**src/pkg/sbpd_pkg.sv**
```systemverilog
// constants and types for the serial bus phy data path
package sbpd_pkg;

   // apb register byte offsets
   localparam logic [7:0] CTRL_OFFS   = 8'h00;
   localparam logic [7:0] STATUS_OFFS = 8'h04;
   localparam logic [7:0] RXCNT_OFFS  = 8'h08;

   // control field positions
   localparam int CTRL_PORT_EN = 0;
   localparam int CTRL_SUSPEND = 1;
   localparam int CTRL_ARB     = 2;
   localparam logic [31:0] CTRL_RESET_VAL = 32'h0000_0000;

   // status field positions
   localparam int ST_PLL_LOCK  = 0;
   localparam int ST_BIAS_DET  = 1;
   localparam int ST_LINE_A    = 2;
   localparam int ST_LINE_B    = 3;
   localparam int ST_LINK_RST  = 4;
   localparam int ST_LINK_DIS  = 5;
   localparam int ST_SPEED     = 6;
   localparam int ST_TEST      = 8;
   localparam int ST_PWR_DOWN  = 9;
   localparam int ST_RX_ACTIVE = 10;

   // clock plan, in kHz as printed
   localparam int REF_KHZ    = 24576;
   localparam int PLL_KHZ    = 393216;
   localparam int SYS_KHZ    = 49152;
   localparam int PLL_MULT   = PLL_KHZ / REF_KHZ;
   // bits at S400 per system clock, and core cycles per system clock period
   localparam int SYS_BITS   = PLL_KHZ / SYS_KHZ;
   localparam logic [3:0] SYS_DIV = 4'(SYS_BITS);

   // pll lock time in core cycles
   localparam logic [7:0] PLL_LOCK_CYC = 8'h40;

   // link power status limits in system clock cycles
   localparam logic [10:0] LPS_RESET_CYC   = 11'h080;
   localparam logic [10:0] LPS_DISABLE_CYC = 11'h500;

   // idle core cycles that end a received packet
   localparam logic [4:0] RX_IDLE_CYC = 5'h10;

   typedef enum logic [1:0] {
      SPD_S100 = 2'b00,
      SPD_S200 = 2'b01,
      SPD_S400 = 2'b10
   } sbpd_speed_t;

   typedef enum logic [1:0] {
      LNK_DISABLED = 2'b00,
      LNK_RESET    = 2'b01,
      LNK_ACTIVE   = 2'b10
   } sbpd_link_t;

endpackage : sbpd_pkg

```
**src/rtl/sbpd_top.sv**
```systemverilog
// transmit and receive data path of the one-port serial bus phy
//
// Our own choices: the register offsets and the APB interface to the registers.
`timescale 1ns/100ps
module sbpd_top
   import sbpd_pkg::*;
(
   // clock and reset
   input  wire logic        core_clk,
   input  wire logic        rst_b,
   // apb slave
   input  wire logic        psel,
   input  wire logic        penable,
   input  wire logic        pwrite,
   input  wire logic [7:0]  paddr,
   input  wire logic [31:0] pwdata,
   output logic      [31:0] prdata,
   output logic             pready,
   output logic             pslverr,
   // device pins
   input  wire logic        crystal_input,
   output logic             crystal_output,
   input  wire logic        power_down_input,
   input  wire logic        manufacturing_test_input,
   input  wire logic        isolateSel_b,
   input  wire logic        linkPowerIn,
   // link side
   output logic             system_clock_output,
   output logic             sysTick,
   input  wire logic [7:0]  linkTxData,
   input  wire logic        linkTxValid,
   input  wire logic        linkReqIn,
   output logic      [7:0]  linkRxData,
   output logic             linkRxValid,
   output logic             linkReqSeen,
   // cable pair a
   input  wire logic        tpaIn,
   output logic             tpaOut,
   output logic             tpaOe,
   input  wire logic [1:0]  tpaCommonMode,
   // cable pair b
   input  wire logic        tpbIn,
   output logic             tpbOut,
   output logic             tpbOe,
   input  wire logic        tpbBiasIn,
   // own cable bias
   output logic             tpBiasOut,
   output logic             tpBiasOe
);

   localparam int NPIN = 10;

   logic            rstS1_reg;
   logic            rstS2_reg;
   logic            rstN;
   logic [NPIN-1:0] pinRaw;
   logic [NPIN-1:0] pinS1_reg;
   logic [NPIN-1:0] pinS2_reg;
   logic [NPIN-1:0] pinS3_reg;
   logic [NPIN-1:0] pinF_reg;
   logic            pdF;
   logic            testF;
   logic            isoF_b;
   logic            lpsF;
   logic            rxDataF;
   logic            rxStrbF;
   logic            biasF;
   logic [1:0]      cmF;
   logic [31:0]     ctrl_reg;
   logic            portUsable;
   logic [7:0]      lockCnt_reg;
   logic            pllLock;
   logic [3:0]      sysDiv_reg;
   logic            sysEn;
   logic            system_clock_output_reg;
   logic [1:0]      bitDiv_reg;
   logic            bitEn;
   logic [1:0]      bitDivMax;
   logic [10:0]     lpsCnt_reg;
   sbpd_link_t      link_reg;
   sbpd_speed_t     speed_reg;
   logic [3:0]      wordBits;
   logic [7:0]      txShift_reg;
   logic [3:0]      txLeft_reg;
   logic            txActive;
   logic            txTail_reg;
   logic            txData_reg;
   logic            txStrb_reg;
   logic            rxEn;
   logic            rxPrev_reg;
   logic            rxEvent;
   logic [7:0]      rxShift_reg;
   logic [3:0]      rxCnt_reg;
   logic [7:0]      rxWord_reg;
   logic            rxPend_reg;
   logic [4:0]      rxIdle_reg;
   logic            rxActive;
   logic [7:0]      rxOut_reg;
   logic            rxValid_reg;
   logic [7:0]      rxPrevOut_reg;
   logic [15:0]     rxWords_reg;
   logic            lineA_reg;
   logic            lineB_reg;
   logic            apbWrite;
   logic            apbHit;

   // reset release through two flops
   always_ff @(posedge core_clk or negedge rst_b) begin
      if (!rst_b) begin
         rstS1_reg <= 1'b0;
         rstS2_reg <= 1'b0;
      end else begin
         rstS1_reg <= 1'b1;
         rstS2_reg <= rstS1_reg;
      end
   end
   assign rstN = rstS2_reg;

   // pin inputs through three flops, change taken when stages two and three agree
   assign pinRaw = {tpaCommonMode, tpbBiasIn, tpbIn, tpaIn, linkPowerIn,
                    isolateSel_b, manufacturing_test_input, power_down_input, crystal_input};
   generate
      for (genvar i = 0; i < NPIN; i++) begin : g_pin
         always_ff @(posedge core_clk or negedge rstN) begin
            if (!rstN) begin
               pinS1_reg[i] <= 1'b0;
               pinS2_reg[i] <= 1'b0;
               pinS3_reg[i] <= 1'b0;
               pinF_reg[i]  <= 1'b0;
            end else begin
               pinS1_reg[i] <= pinRaw[i];
               pinS2_reg[i] <= pinS1_reg[i];
               pinS3_reg[i] <= pinS2_reg[i];
               if (pinS2_reg[i] == pinS3_reg[i]) begin
                  pinF_reg[i] <= pinS3_reg[i];
               end
            end
         end
      end
   endgenerate
   assign pdF     = pinF_reg[1];
   assign testF   = pinF_reg[2];
   assign isoF_b  = pinF_reg[3];
   assign lpsF    = pinF_reg[4];
   assign rxDataF = pinF_reg[5];
   assign rxStrbF = pinF_reg[6];
   assign biasF   = pinF_reg[7];
   assign cmF     = pinF_reg[9:8];

   // oscillator feedback is the inverted reference while powered
   assign crystal_output = ~(crystal_input | power_down_input);

   // pll lock counter, held off in power down
   always_ff @(posedge core_clk or negedge rstN) begin
      if (!rstN) begin
         lockCnt_reg <= 8'h00;
      end else if (pdF) begin
         lockCnt_reg <= 8'h00;
      end else if (lockCnt_reg != PLL_LOCK_CYC) begin
         lockCnt_reg <= lockCnt_reg + 8'h01;
      end
   end
   assign pllLock = (lockCnt_reg == PLL_LOCK_CYC);

   // divide the bit rate down to the system clock
   always_ff @(posedge core_clk or negedge rstN) begin
      if (!rstN) begin
         sysDiv_reg <= 4'h0;
      end else if (!pllLock) begin
         sysDiv_reg <= 4'h0;
      end else if (sysDiv_reg == SYS_DIV - 4'h1) begin
         sysDiv_reg <= 4'h0;
      end else begin
         sysDiv_reg <= sysDiv_reg + 4'h1;
      end
   end
   assign sysEn = pllLock && (sysDiv_reg == SYS_DIV - 4'h1);
   assign sysTick = sysEn && (link_reg != LNK_DISABLED);

   // system clock pin, stopped when the link interface is disabled
   always_ff @(posedge core_clk or negedge rstN) begin
      if (!rstN) begin
         system_clock_output_reg <= 1'b0;
      end else if (link_reg == LNK_DISABLED || !pllLock) begin
         system_clock_output_reg <= 1'b0;
      end else begin
         // restart only at the top of a period, so no short high phase follows
         system_clock_output_reg <= (sysDiv_reg < (SYS_DIV >> 1))
                       && (system_clock_output_reg || sysDiv_reg == 4'h0);
      end
   end
   assign system_clock_output = system_clock_output_reg;

   // bit enable, one bit per 1, 2 or 4 core cycles by speed
   always_comb begin
      case (speed_reg)
         SPD_S100: begin
            bitDivMax = 2'h3;
            wordBits  = 4'h2;
         end
         SPD_S200: begin
            bitDivMax = 2'h1;
            wordBits  = 4'h4;
         end
         SPD_S400: begin
            bitDivMax = 2'h0;
            wordBits  = 4'h8;
         end
         default: begin
            bitDivMax = 2'h3;
            wordBits  = 4'h2;
         end
      endcase
   end
   always_ff @(posedge core_clk or negedge rstN) begin
      if (!rstN) begin
         bitDiv_reg <= 2'h0;
      end else if (sysEn || bitDiv_reg == bitDivMax) begin
         bitDiv_reg <= 2'h0;
      end else begin
         bitDiv_reg <= bitDiv_reg + 2'h1;
      end
   end
   assign bitEn = pllLock && (bitDiv_reg == bitDivMax);

   // link power status watch in system clock cycles
   always_ff @(posedge core_clk or negedge rstN) begin
      if (!rstN) begin
         lpsCnt_reg <= 11'h000;
         link_reg   <= LNK_DISABLED;
      end else if (lpsF) begin
         lpsCnt_reg <= 11'h000;
         link_reg   <= LNK_ACTIVE;
      end else if (sysEn) begin
         if (lpsCnt_reg != LPS_DISABLE_CYC + 11'h001) begin
            lpsCnt_reg <= lpsCnt_reg + 11'h001;
         end
         if (lpsCnt_reg >= LPS_DISABLE_CYC) begin
            link_reg <= LNK_DISABLED;
         end else if (lpsCnt_reg >= LPS_RESET_CYC) begin
            link_reg <= LNK_RESET;
         end
      end
   end

   // link request passes only while the interface is active
   always_ff @(posedge core_clk or negedge rstN) begin
      if (!rstN) begin
         linkReqSeen <= 1'b0;
      end else if (link_reg != LNK_ACTIVE) begin
         linkReqSeen <= 1'b0;
      end else if (sysEn) begin
         linkReqSeen <= linkReqIn;
      end
   end

   // port is usable when enabled, awake, cabled and powered
   assign portUsable = ctrl_reg[CTRL_PORT_EN] && !ctrl_reg[CTRL_SUSPEND]
                       && biasF && !pdF && pllLock;

   // speed of next packet from pair a common mode during arbitration
   always_ff @(posedge core_clk or negedge rstN) begin
      if (!rstN) begin
         speed_reg <= SPD_S100;
      end else if (ctrl_reg[CTRL_ARB] && !txActive && !rxActive) begin
         case (cmF)
            2'b01:   speed_reg <= SPD_S200;
            2'b10:   speed_reg <= SPD_S400;
            default: speed_reg <= SPD_S100;
         endcase
      end
   end

   // transmit: latch link word on system clock, shift out msb first
   assign txActive = (txLeft_reg != 4'h0);
   always_ff @(posedge core_clk or negedge rstN) begin
      if (!rstN) begin
         txShift_reg <= 8'h00;
         txLeft_reg  <= 4'h0;
         txTail_reg  <= 1'b0;
      end else if (!portUsable || link_reg != LNK_ACTIVE) begin
         txLeft_reg  <= 4'h0;
         txTail_reg  <= 1'b0;
      end else if (sysEn && linkTxValid && !rxActive) begin
         txShift_reg <= linkTxData;
         txLeft_reg  <= wordBits;
         txTail_reg  <= 1'b0;
      end else if (bitEn && txActive) begin
         txShift_reg <= {txShift_reg[6:0], 1'b0};
         txLeft_reg  <= txLeft_reg - 4'h1;
         txTail_reg  <= (txLeft_reg == 4'h1); // drivers stay on for the last bit
      end else if (bitEn) begin
         txTail_reg  <= 1'b0;
      end
   end

   // data strobe encoder
   always_ff @(posedge core_clk or negedge rstN) begin
      if (!rstN) begin
         txData_reg <= 1'b0;
         txStrb_reg <= 1'b0;
      end else if (bitEn && txActive) begin
         txData_reg <= txShift_reg[7];
         if (txShift_reg[7] == txData_reg) begin
            txStrb_reg <= ~txStrb_reg;
         end
      end
   end
   assign tpbOut = txData_reg;
   assign tpaOut = txStrb_reg;
   assign tpbOe  = (txActive || txTail_reg) && !rxActive;
   assign tpaOe  = (txActive || txTail_reg) && !rxActive;

   // receive: data on pair a, strobe on pair b, bit clock is their xor
   assign rxEn    = portUsable && !txActive && !txTail_reg;
   assign rxEvent = rxEn && ((rxDataF ^ rxStrbF) != rxPrev_reg);
   assign rxActive = (rxIdle_reg != 5'h00);
   always_ff @(posedge core_clk or negedge rstN) begin
      if (!rstN) begin
         rxPrev_reg  <= 1'b0;
         rxShift_reg <= 8'h00;
         rxCnt_reg   <= 4'h0;
         rxWord_reg  <= 8'h00;
         rxIdle_reg  <= 5'h00;
      end else if (!rxEn) begin
         rxCnt_reg   <= 4'h0;
         rxIdle_reg  <= 5'h00;
         rxPrev_reg  <= rxDataF ^ rxStrbF;
      end else if (rxEvent) begin
         rxPrev_reg  <= rxDataF ^ rxStrbF;
         rxIdle_reg  <= RX_IDLE_CYC;
         if (rxCnt_reg == wordBits - 4'h1) begin
            rxWord_reg  <= 8'({rxShift_reg[6:0], rxDataF} << (4'h8 - wordBits));
            rxCnt_reg   <= 4'h0;
            rxShift_reg <= 8'h00;
         end else begin
            rxShift_reg <= {rxShift_reg[6:0], rxDataF};
            rxCnt_reg   <= rxCnt_reg + 4'h1;
         end
      end else if (rxActive) begin
         rxIdle_reg  <= rxIdle_reg - 5'h01;
      end
   end

   // word ready flag, set wins over the system clock take
   always_ff @(posedge core_clk or negedge rstN) begin
      if (!rstN) begin
         rxPend_reg <= 1'b0;
      end else if (rxEvent && rxCnt_reg == wordBits - 4'h1) begin
         rxPend_reg <= 1'b1;
      end else if (sysEn) begin
         rxPend_reg <= 1'b0;
      end
   end

   // deliver on the system clock, differentiated when isolation is on
   always_ff @(posedge core_clk or negedge rstN) begin
      if (!rstN) begin
         rxOut_reg     <= 8'h00;
         rxValid_reg   <= 1'b0;
         rxPrevOut_reg <= 8'h00;
         rxWords_reg   <= 16'h0000;
      end else if (link_reg != LNK_ACTIVE) begin
         rxOut_reg     <= 8'h00;
         rxValid_reg   <= 1'b0;
         rxPrevOut_reg <= 8'h00;
      end else if (sysEn) begin
         rxValid_reg <= rxPend_reg;
         if (rxPend_reg) begin
            rxPrevOut_reg <= rxWord_reg;
            rxWords_reg   <= rxWords_reg + 16'h0001;
            if (isoF_b) begin
               rxOut_reg <= rxWord_reg;
            end else begin
               rxOut_reg <= rxWord_reg ^ rxPrevOut_reg;
            end
         end else if (!isoF_b) begin
            rxOut_reg <= 8'h00;
         end
      end
   end
   assign linkRxData  = rxOut_reg;
   assign linkRxValid = rxValid_reg;

   // line comparator states for arbitration logic
   always_ff @(posedge core_clk or negedge rstN) begin
      if (!rstN) begin
         lineA_reg <= 1'b0;
         lineB_reg <= 1'b0;
      end else if (!pdF) begin
         lineA_reg <= rxDataF;
         lineB_reg <= rxStrbF;
      end
   end

   // own cable bias while enabled and powered
   assign tpBiasOut = ctrl_reg[CTRL_PORT_EN] && !pdF;
   assign tpBiasOe  = tpBiasOut;

   // apb register access, zero wait state
   assign apbWrite = psel && penable && pwrite;
   assign apbHit   = (paddr == CTRL_OFFS) || (paddr == STATUS_OFFS)
                     || (paddr == RXCNT_OFFS);
   assign pready   = 1'b1;
   assign pslverr  = psel && penable && !apbHit;

   // control register
   always_ff @(posedge core_clk or negedge rstN) begin
      if (!rstN) begin
         ctrl_reg <= CTRL_RESET_VAL;
      end else if (apbWrite && paddr == CTRL_OFFS) begin
         ctrl_reg <= {29'h0, pwdata[2:0]};
      end
   end

   // read data mux
   always_comb begin
      prdata = 32'h0000_0000;
      case (paddr)
         CTRL_OFFS: begin
            prdata = ctrl_reg;
         end
         STATUS_OFFS: begin
            prdata[ST_PLL_LOCK]          = pllLock;
            prdata[ST_BIAS_DET]          = biasF;
            prdata[ST_LINE_A]            = lineA_reg;
            prdata[ST_LINE_B]            = lineB_reg;
            prdata[ST_LINK_RST]          = (link_reg == LNK_RESET);
            prdata[ST_LINK_DIS]          = (link_reg == LNK_DISABLED);
            prdata[ST_SPEED+1:ST_SPEED]  = speed_reg;
            prdata[ST_TEST]              = testF;
            prdata[ST_PWR_DOWN]          = pdF;
            prdata[ST_RX_ACTIVE]         = rxActive;
         end
         RXCNT_OFFS: begin
            prdata[15:0] = rxWords_reg;
         end
         default: begin
            prdata = 32'h0000_0000;
         end
      endcase
   end

endmodule : sbpd_top
```
**config.mk**
```make
export PLATFORM = sky130hd
export DESIGN_NAME = sbpd_top
export DESIGN_NICKNAME = d
export VERILOG_FILES = /design/src/pkg/sbpd_pkg.sv /design/src/rtl/sbpd_top.sv
export SDC_FILE = /design/constraint.sdc
export NUM_CORES = 1
export LEC_CHECK = 0
export BUFFER_PORTS_ARGS = -buffer_cell sky130_fd_sc_hd__buf_4
export CORE_ASPECT_RATIO = 1.4
export CORE_MARGIN = 8
export CORE_UTILIZATION = 51
export DETAILED_ROUTE_END_ITERATION = 10
export PLACE_DENSITY_LB_ADDON = 0.3
export REMOVE_ABC_BUFFERS = 1
export SLEW_MARGIN = 15
export SYNTH_ARGS = -nofsm -noshare
export SYNTH_HDL_FRONTEND = slang
export SYNTH_SLANG_ARGS = --single-unit
```
**constraint.sdc**
```tcl
create_clock -name core_clk -period 4.5 [get_ports core_clk]
set_clock_uncertainty 0.1 [all_clocks]
set_input_delay 0.9 -clock core_clk [delete_from_list [all_inputs] [get_ports core_clk]]
set_output_delay 0.9 -clock core_clk [all_outputs]
set_load 0.02 [all_outputs]
```
==> results.md, run 1 <==
Clock tree
- TritonCTS clock tree: done
- CTS Sinks: 148
- Clock transition at path regs: 60 ps
- Clk Latency, worst-skew pair: 420 ps
- CTS Root Buffer Type: clkbuf_16
- count of hold-fix buffers inserted at cts: 0
- # Post-CTS Setup Buffers: 0
- CTS Buf Count: 17
- maximum clock insertion buffer count: 2
- post-cts sizing count: 0
- number of levels in the clock H-tree: 4

Global routing
- via count of the first global-routing pass: 5108
- GRT Overall Usage: 0.172
- overflow left after global routing: 0
- largest net degree at the start of global routing: 83
- first-pass GRT wire length: 24500 µm
- initial antenna violation count: 0

Cells and area
- number of standard cells in the final layout excluding fillers: 919
- most frequent cells in the layout: 147 x dfrtp_1, 73 x buf_4, 67 x nand2_1, 58 x nor2_1, 38 x nand3_1
- signed area change from the synthesized netlist to the final layout: 17.2%
- commonest non-fill, non-tap cell in the layout: dfrtp_1
- max reg flops: 16
- number of antenna repair diodes: 0
- share of layout cells above drive strength 1: 0.176
- number of nets in the final layout: 805

Power
- Leakage Power: 3.68 nW
- total power draw: 0.00299 W
- worst-case vdd ir drop: 0.000297 V
- power density over cell area: 367 nW/µm²

Synth
- portion of the post-synthesis area used by sequential elements: 0.533
- gate count after technology mapping: 658
- synthesized cell area: 6950 µm²
- post-synthesis average cell area: 10.6 µm²
- FF+latch count, synth: 148
- Synthesis Warnings: 0
- Distinct cells, synth: 55
- share of flip-flops with an asynchronous set or reset: 1.00
- most used flip-flop cell after synthesis: dfrtp_1
- number of flops mapped to enable cells by yosys: 0

Die
- number of primary I/O pins: 118
- num rows: 50
- vertical die dimension: 154 µm
- Initial Util: 0.522
- area of the core: 13300 µm²
- x dimension of the die: 115 µm
- die footprint: 17700 µm²

Worst setup path
- Crit path required time: 3500 ps
- FF-to-FF path depth: 7
- destination of the worst register-to-register timing path: txShift_reg[6]$_DFFE_PN0P_
- cell with the largest stage delay on the worst path: nor4_1
- startpoint types: input port
- library cell appearing most often on the critical path: buf_4
- setup slack of the most critical reg-to-reg path: 1580 ps
- type of the worst setup path: input port to output pin
- maximum fanout along the worst path: 13
- family of cells with the greatest summed delay on the critical path: simple AND/OR/NAND/NOR gates
- critical path buffer and inverter count: 3
- worst stage delay on the critical path: 440 ps
- RR Startpoint: rxIdle_reg[0]$_DFFE_PN0P_
- kind of end point of the critical path: output pin
- Stages on worst setup path: 7
- endpoint arrival time on the critical path: 2620 ps
- Critical path origin: paddr[5]
- series of cell instances along the critical path: buf_4 -> nor4_1 -> nand2_1 -> nor3b_1 -> buf_4 -> a22o_1 -> buf_4
- Critical path destination: prdata[3]

Drt
- detailed-route vias per instance: 5.39
- initial detailed-routing violation count: 239
- routed wire length: 14400 µm
- total via count after detailed routing: 4953
- number of nets still failing antenna checks after routing: 0
- final routed wire length divided by cell count: 15.7 µm
- number of DRC violations after detailed routing: 0
- detailed-router iteration count before antenna repair: 4

Timing
- setup repair after global routing missed its margin: no
- Worst Max-Slew Pin Slew: 1030 ps
- total count of max-transition violations in the final report: 0
- endpoints failing setup: 0
- remaining max-slew budget at the tightest pin: 0.312
- final hold violation count: 0
- Worst Hold Slack: 149 ps
- Fmax achieved: 276 MHz
- sum of negative setup slack: 0 ps
- final worst-path cycle share: 0.804
- clock period minus final worst setup slack: 3620 ps

Placed design
- placed insts: 887
- estimated wirelength of the detail-placed design: 10200 µm
- GPL Wtd Cong: 0.846
- Port Buffer Count: 71

Hold path
- type of the tightest min-delay check: input port to asynchronous set/reset pin

Job
- Max-cap violations: 0

Run status
- result of the run: complete, no violations

-- worst min path at each step --
stage / startpoint / endpoint / slack [ps] / cells past startpoint
after floorplan: pinS1_reg[1]$_DFF_PN0_ / pinS2_reg[1]$_DFF_PN0_ / 230 / 0
after global placement: pinS1_reg[2]$_DFF_PN0_ / pinS2_reg[2]$_DFF_PN0_ / 230 / 0
after detailed placement: rstS1_reg$_DFF_PN0_ / rstN$_DFF_PN0_ / 240 / 0
after CTS: rst_b / rstN$_DFF_PN0_ / 130 / 1
after global routing: rst_b / rstN$_DFF_PN0_ / 130 / 1
final: rst_b / rstN$_DFF_PN0_ / 150 / 1
-- power by group --
| part | switching (W) | leakage, nW | internal (W) |
|---|---|---|---|
| Clock | 0.000561 | 0.271 | 0.000825 |
| Sequential | 0.0000524 | 1.96 | 0.00137 |
| Combinational | 0.000105 | 1.45 | 0.0000771 |
| Total | 0.000718 | 3.68 | 0.00227 |
-- per-layer routing --
layer  up-vias  share of wire  track usage
met5         -              0            0
met4         0          0.015       0.0757
met3        21          0.044       0.0423
met2       115           0.52        0.286
met1      2454           0.42        0.206
li1       2363              -            -
-- synthesized netlist by cell type, drive strengths merged, types with 11 or more instances --
cell type / number / area [µm²]
nand2: 68 / 258
a22o: 14 / 123
inv: 17 / 63.8
a21oi: 32 / 160
nor2b: 11 / 68.8
clkbuf: 15 / 58.8
o21ai: 19 / 95.1
nand3: 39 / 208
xnor2: 34 / 298
ha: 16 / 200
nor3: 14 / 70.1
dfrtp: 148 / 3700
buf: 28 / 190
nor2: 58 / 218
xor2: 20 / 190
nand4: 11 / 87.6
-- stage by stage --
step / setup slack, ps / cell area, µm² / utilization
after floorplan: -29.0 / 6760 / -
after global placement: 969 / 7560 / 0.567
after detailed placement: 938 / 7560 / 0.567
after CTS: 866 / 8150 / 0.611
after global routing: 738 / 8150 / 0.611
final: 883 / 8150 / 0.611
-- kinds of logic (layout without fill, tap and decap cells) --
family                     count (synthesis)  count (layout)  share of synthesized area
adders and majority gates                 25              25                     0.0418
AOI/OAI and AO/OA                         99              99                     0.0905
and+or+nand+nor                          253             253                      0.192
buffers and inverters                     60             123                     0.0450
muxes                                     17              17                     0.0261
other                                      2              18                    0.00108
DFF                                      148             148                      0.533
xor gates and xnor gates                  54              54                     0.0702
-- final cells by class --
type / count / area, µm²
Inverter: 17 / 63.8
Multi-Input combinational cell: 466 / 2990
Sequential cell: 148 / 3710
Clock buffer: 19 / 433
Timing Repair Buffer: 74 / 568
Clock inverter: 13 / 151
Tap cell: 182 / 228
Fill cell: 1095 / 5180
Note: power is estimated with default switching activity, not from simulation.
==> run 2: changes to the inputs <==
--- a/config.mk
+++ b/config.mk
@@ -5,10 +5,11 @@
 export SDC_FILE = /design/constraint.sdc
 export NUM_CORES = 1
 export LEC_CHECK = 0
+export ABC_AREA = 1
 export BUFFER_PORTS_ARGS = -buffer_cell sky130_fd_sc_hd__buf_4
 export CORE_ASPECT_RATIO = 1.4
 export CORE_MARGIN = 8
-export CORE_UTILIZATION = 51
+export CORE_UTILIZATION = 57
 export DETAILED_ROUTE_END_ITERATION = 10
 export PLACE_DENSITY_LB_ADDON = 0.3
 export REMOVE_ABC_BUFFERS = 1
==> constraint.sdc (replaced) <==
create_clock -name core_clk -period 3.4 [get_ports core_clk]
set_clock_uncertainty 0.1 [all_clocks]
set_input_delay 0.68 -clock core_clk [delete_from_list [all_inputs] [get_ports core_clk]]
set_output_delay 0.68 -clock core_clk [all_outputs]
set_load 0.02 [all_outputs]
==> results.md, run 2 <==
Worst setup path
- type of the worst setup path: register to output pin
- kind of end point of the critical path: output pin
- RR Startpoint: speed_reg[0]$_DFFE_PN0P_
- endpoint arrival time on the critical path: 2080 ps, -540 ps
- startpoint types: register
- Crit path required time: 2620 ps, -880 ps
- FF-to-FF path depth: 12, +5
- setup slack of the most critical reg-to-reg path: 860 ps, -720 ps
- destination of the worst register-to-register timing path: txShift_reg[3]$_DFFE_PN0P_
- maximum fanout along the worst path: 10, -3

Synth
- Synthesis Warnings: 0, unchanged
- gate count after technology mapping: 823, +25%
- post-synthesis average cell area: 8.86 µm², -16%
- commonest cells in the netlist: 179 x nand2_1, 148 x dfrtp_1, 109 x inv_1
- synthesized cell area: 7290 µm², +4.9%
- most frequent cell after synthesis: nand2_1
- number of flops mapped to enable cells by yosys: 0, unchanged
- share of flip-flops with an asynchronous set or reset: 1.00, unchanged
- FF+latch count, synth: 148, unchanged
- most area-hungry cell type in the Yosys netlist: dfrtp_1
- portion of the post-synthesis area used by sequential elements: 0.508, -0.0247
- Distinct cells, synth: 49, -11%
- Synth area leaders: dfrtp_1 51%, nand2_1 9.2%, inv_1 5.6%
- Synth top area share: 0.508, -0.0247
- most used flip-flop cell after synthesis: dfrtp_1

Cells and area
- number of inserted filler cells in the final layout: 1015, -7.3%
- signed area change from the synthesized netlist to the final layout: 16.9%
- area of all placed cells without fillers: 8520 µm², +4.6%
- commonest non-fill, non-tap cell in the layout: nand2_1
- share of layout cells above drive strength 1: 0.178, +0.00175
- number of nets in the final layout: 983, +22%
- most frequent cells in the layout: 179 x nand2_1, 147 x dfrtp_1, 109 x inv_1, 71 x buf_4, 63 x o21ai_0
- max reg flops: 16, unchanged
- area of the multi-input gates: 2950 µm², -1.3%
- sequential cell area: 3710 µm², unchanged
- number of antenna repair diodes: 0, unchanged
- post-route core utilization: 0.671, +0.0599
- number of standard cells in the final layout excluding fillers: 1068, +16%

Drt
- number of nets still failing antenna checks after routing: 0, unchanged
- detailed-router iteration count before antenna repair: 5, +1
- routed wire length: 15100 µm, +4.3%
- initial detailed-routing violation count: 299, +25%
- detailed-route vias per instance: 5.26, -2.5%
- final routed wire length divided by cell count: 14.1 µm, -10%
- total via count after detailed routing: 5615, +13%
- number of DRC violations after detailed routing: 0, unchanged

Clock tree
- Clk Latency, worst-skew pair: 410 ps, about the same
- CTS Buf Count: 17, unchanged
- CTS Sinks: 148, unchanged
- number of levels in the clock H-tree: 4, unchanged
- TritonCTS clock tree: done
- maximum clock insertion buffer count: 2, unchanged
- Clock transition at path regs: 60 ps, about the same
- CTS Root Buffer Type: clkbuf_16
- # Post-CTS Setup Buffers: 0, unchanged

Die
- vertical die dimension: 150 µm, -2.8%
- Initial Util: 0.574, +0.0527
- area of the core: 12700 µm², -4.8%
- die footprint: 16700 µm², -5.4%
- number of primary I/O pins: 118, unchanged
- x dimension of the die: 112 µm, -2.7%
- num rows: 49, -2.0%

Global routing
- largest net degree at the start of global routing: 86, +3.6%
- initial antenna violation count: 0, unchanged
- first-pass GRT wire length: 25600 µm, +4.4%
- GRT Overall Usage: 0.190, +0.0174
- via count of the first global-routing pass: 5569, +9.0%
- overflow left after global routing: 0, unchanged

Timing
- remaining max-slew budget at the tightest pin: 0.644, +0.332
- endpoints failing setup: 0, unchanged
- Fmax achieved: 349 MHz
- clock period minus final worst setup slack: 2860 ps
- total count of max-transition violations in the final report: 0, unchanged
- sum of negative setup slack: 0 ps, unchanged
- setup repair after global routing missed its margin: no
- Worst Hold Slack: 213 ps, +63.4 ps
- final hold violation count: 0, unchanged
- Worst Max-Slew Pin Slew: 533 ps, -498 ps
- final worst-path cycle share: 0.842

Placed design
- estimated wirelength of the detail-placed design: 10700 µm, +4.7%
- placed insts: 1034, +17%
- GPL Wtd Cong: 0.855, +1.0%
- Port Buffer Count: 71, unchanged
- placed inst area: 7890 µm², +4.3%

Power
- worst-case vdd ir drop: 0.000318 V, +7.3%
- Leakage Power: 4.17 nW, +13%
- power density over cell area: 507 nW/µm², +38%

Job
- Max-cap violations: 0, unchanged

Run status
- result of the run: complete, no violations

Hold path
- type of the tightest min-delay check: register to asynchronous set/reset pin

## run 2: cell types whose count changed in the layout (fill, tap and decap cells not counted), sizes merged, moves of 11 or more
cell | previous run | this run
o21ai | 19 | 79
o22ai | 7 | 20
nor2b | 11 | 0
xnor2 | 34 | 5
inv | 21 | 125
a21oi | 32 | 16
a22o | 14 | 1
nand2 | 68 | 193
## run 2: how the worst max path moves through the flow
stage,from,to,cells past startpoint
after floorplan,rstN$_DFF_PN0_,biasF$_DFFE_PN0N_,0
after global placement,paddr[1],prdata[0],9
after detailed placement,paddr[1],prdata[0],9
after CTS,lockCnt_reg[0]$_DFFE_PN0P_,sysTick,9
after global routing,paddr[1],prdata[7],9
final,lockCnt_reg[0]$_DFFE_PN0P_,sysTick,9
## run 2: cells by family (layout without fill, tap and decap cells)
kind of cell / after synthesis / count (layout) / share of synthesized area
AO/OA/AOI/OAI: 136 / 136 / 0.108
XOR/XNOR: 28 / 28 / 0.0357
adder cells (fa/ha/maj): 25 / 25 / 0.0398
buffers and inverters: 153 / 229 / 0.0948
flip-flops: 148 / 148 / 0.508
other: 2 / 18 / 0.00103
AND/OR/NAND/NOR: 331 / 331 / 0.212
## run 2: critical path, stage by stage (launching register included)
cell and delay (ps):
dfrtp_1 400, inv_1 100, ha_1 200, inv_1 60, nor2_2 90, nand2_2 90
nor2_8 210, nand2_8 150, a21oi_1 190, buf_4 170
## run 2: power breakdown
part / switching [W] / internal [W]
Sequential: 0.0000817 / 0.00185
Combinational: 0.000337 / 0.000184
Clock: 0.000745 / 0.00111
## run 2: cell type report
class	instances	share of cell area
Tap cell	153	0.0225
Multi-Input combinational cell	538	0.347
Sequential cell	148	0.435
Inverter	122	0.0543
Clock inverter	13	0.0175
Timing Repair Buffer	75	0.0717
Clock buffer	19	0.0520
## run 2: layer usage
metal,track usage,up-vias,wire [µm]
met5,0,-,0
met4,0.0817,0,326
met3,0.0493,27,859
met2,0.336,158,7770
met1,0.212,2667,6100
li1,-,2763,-
## run 2: what timing repair did
| action | in CTS | in global routing |
|---|---|---|
| hold endpoints to repair | 2 | 0 |
| hold buffers | 1 | 0 |
| gates resized for setup | 0 | 0 |
## run 2: through the flow
stage	total power (W)	worst slack (ps)
2_1_floorplan	0.00230	-1130
3_3_place_gp	0.00247	654
3_5_place_dp	0.00248	621
4_1_cts	0.00435	523
5_1_grt	0.00449	388
6_report	0.00431	536
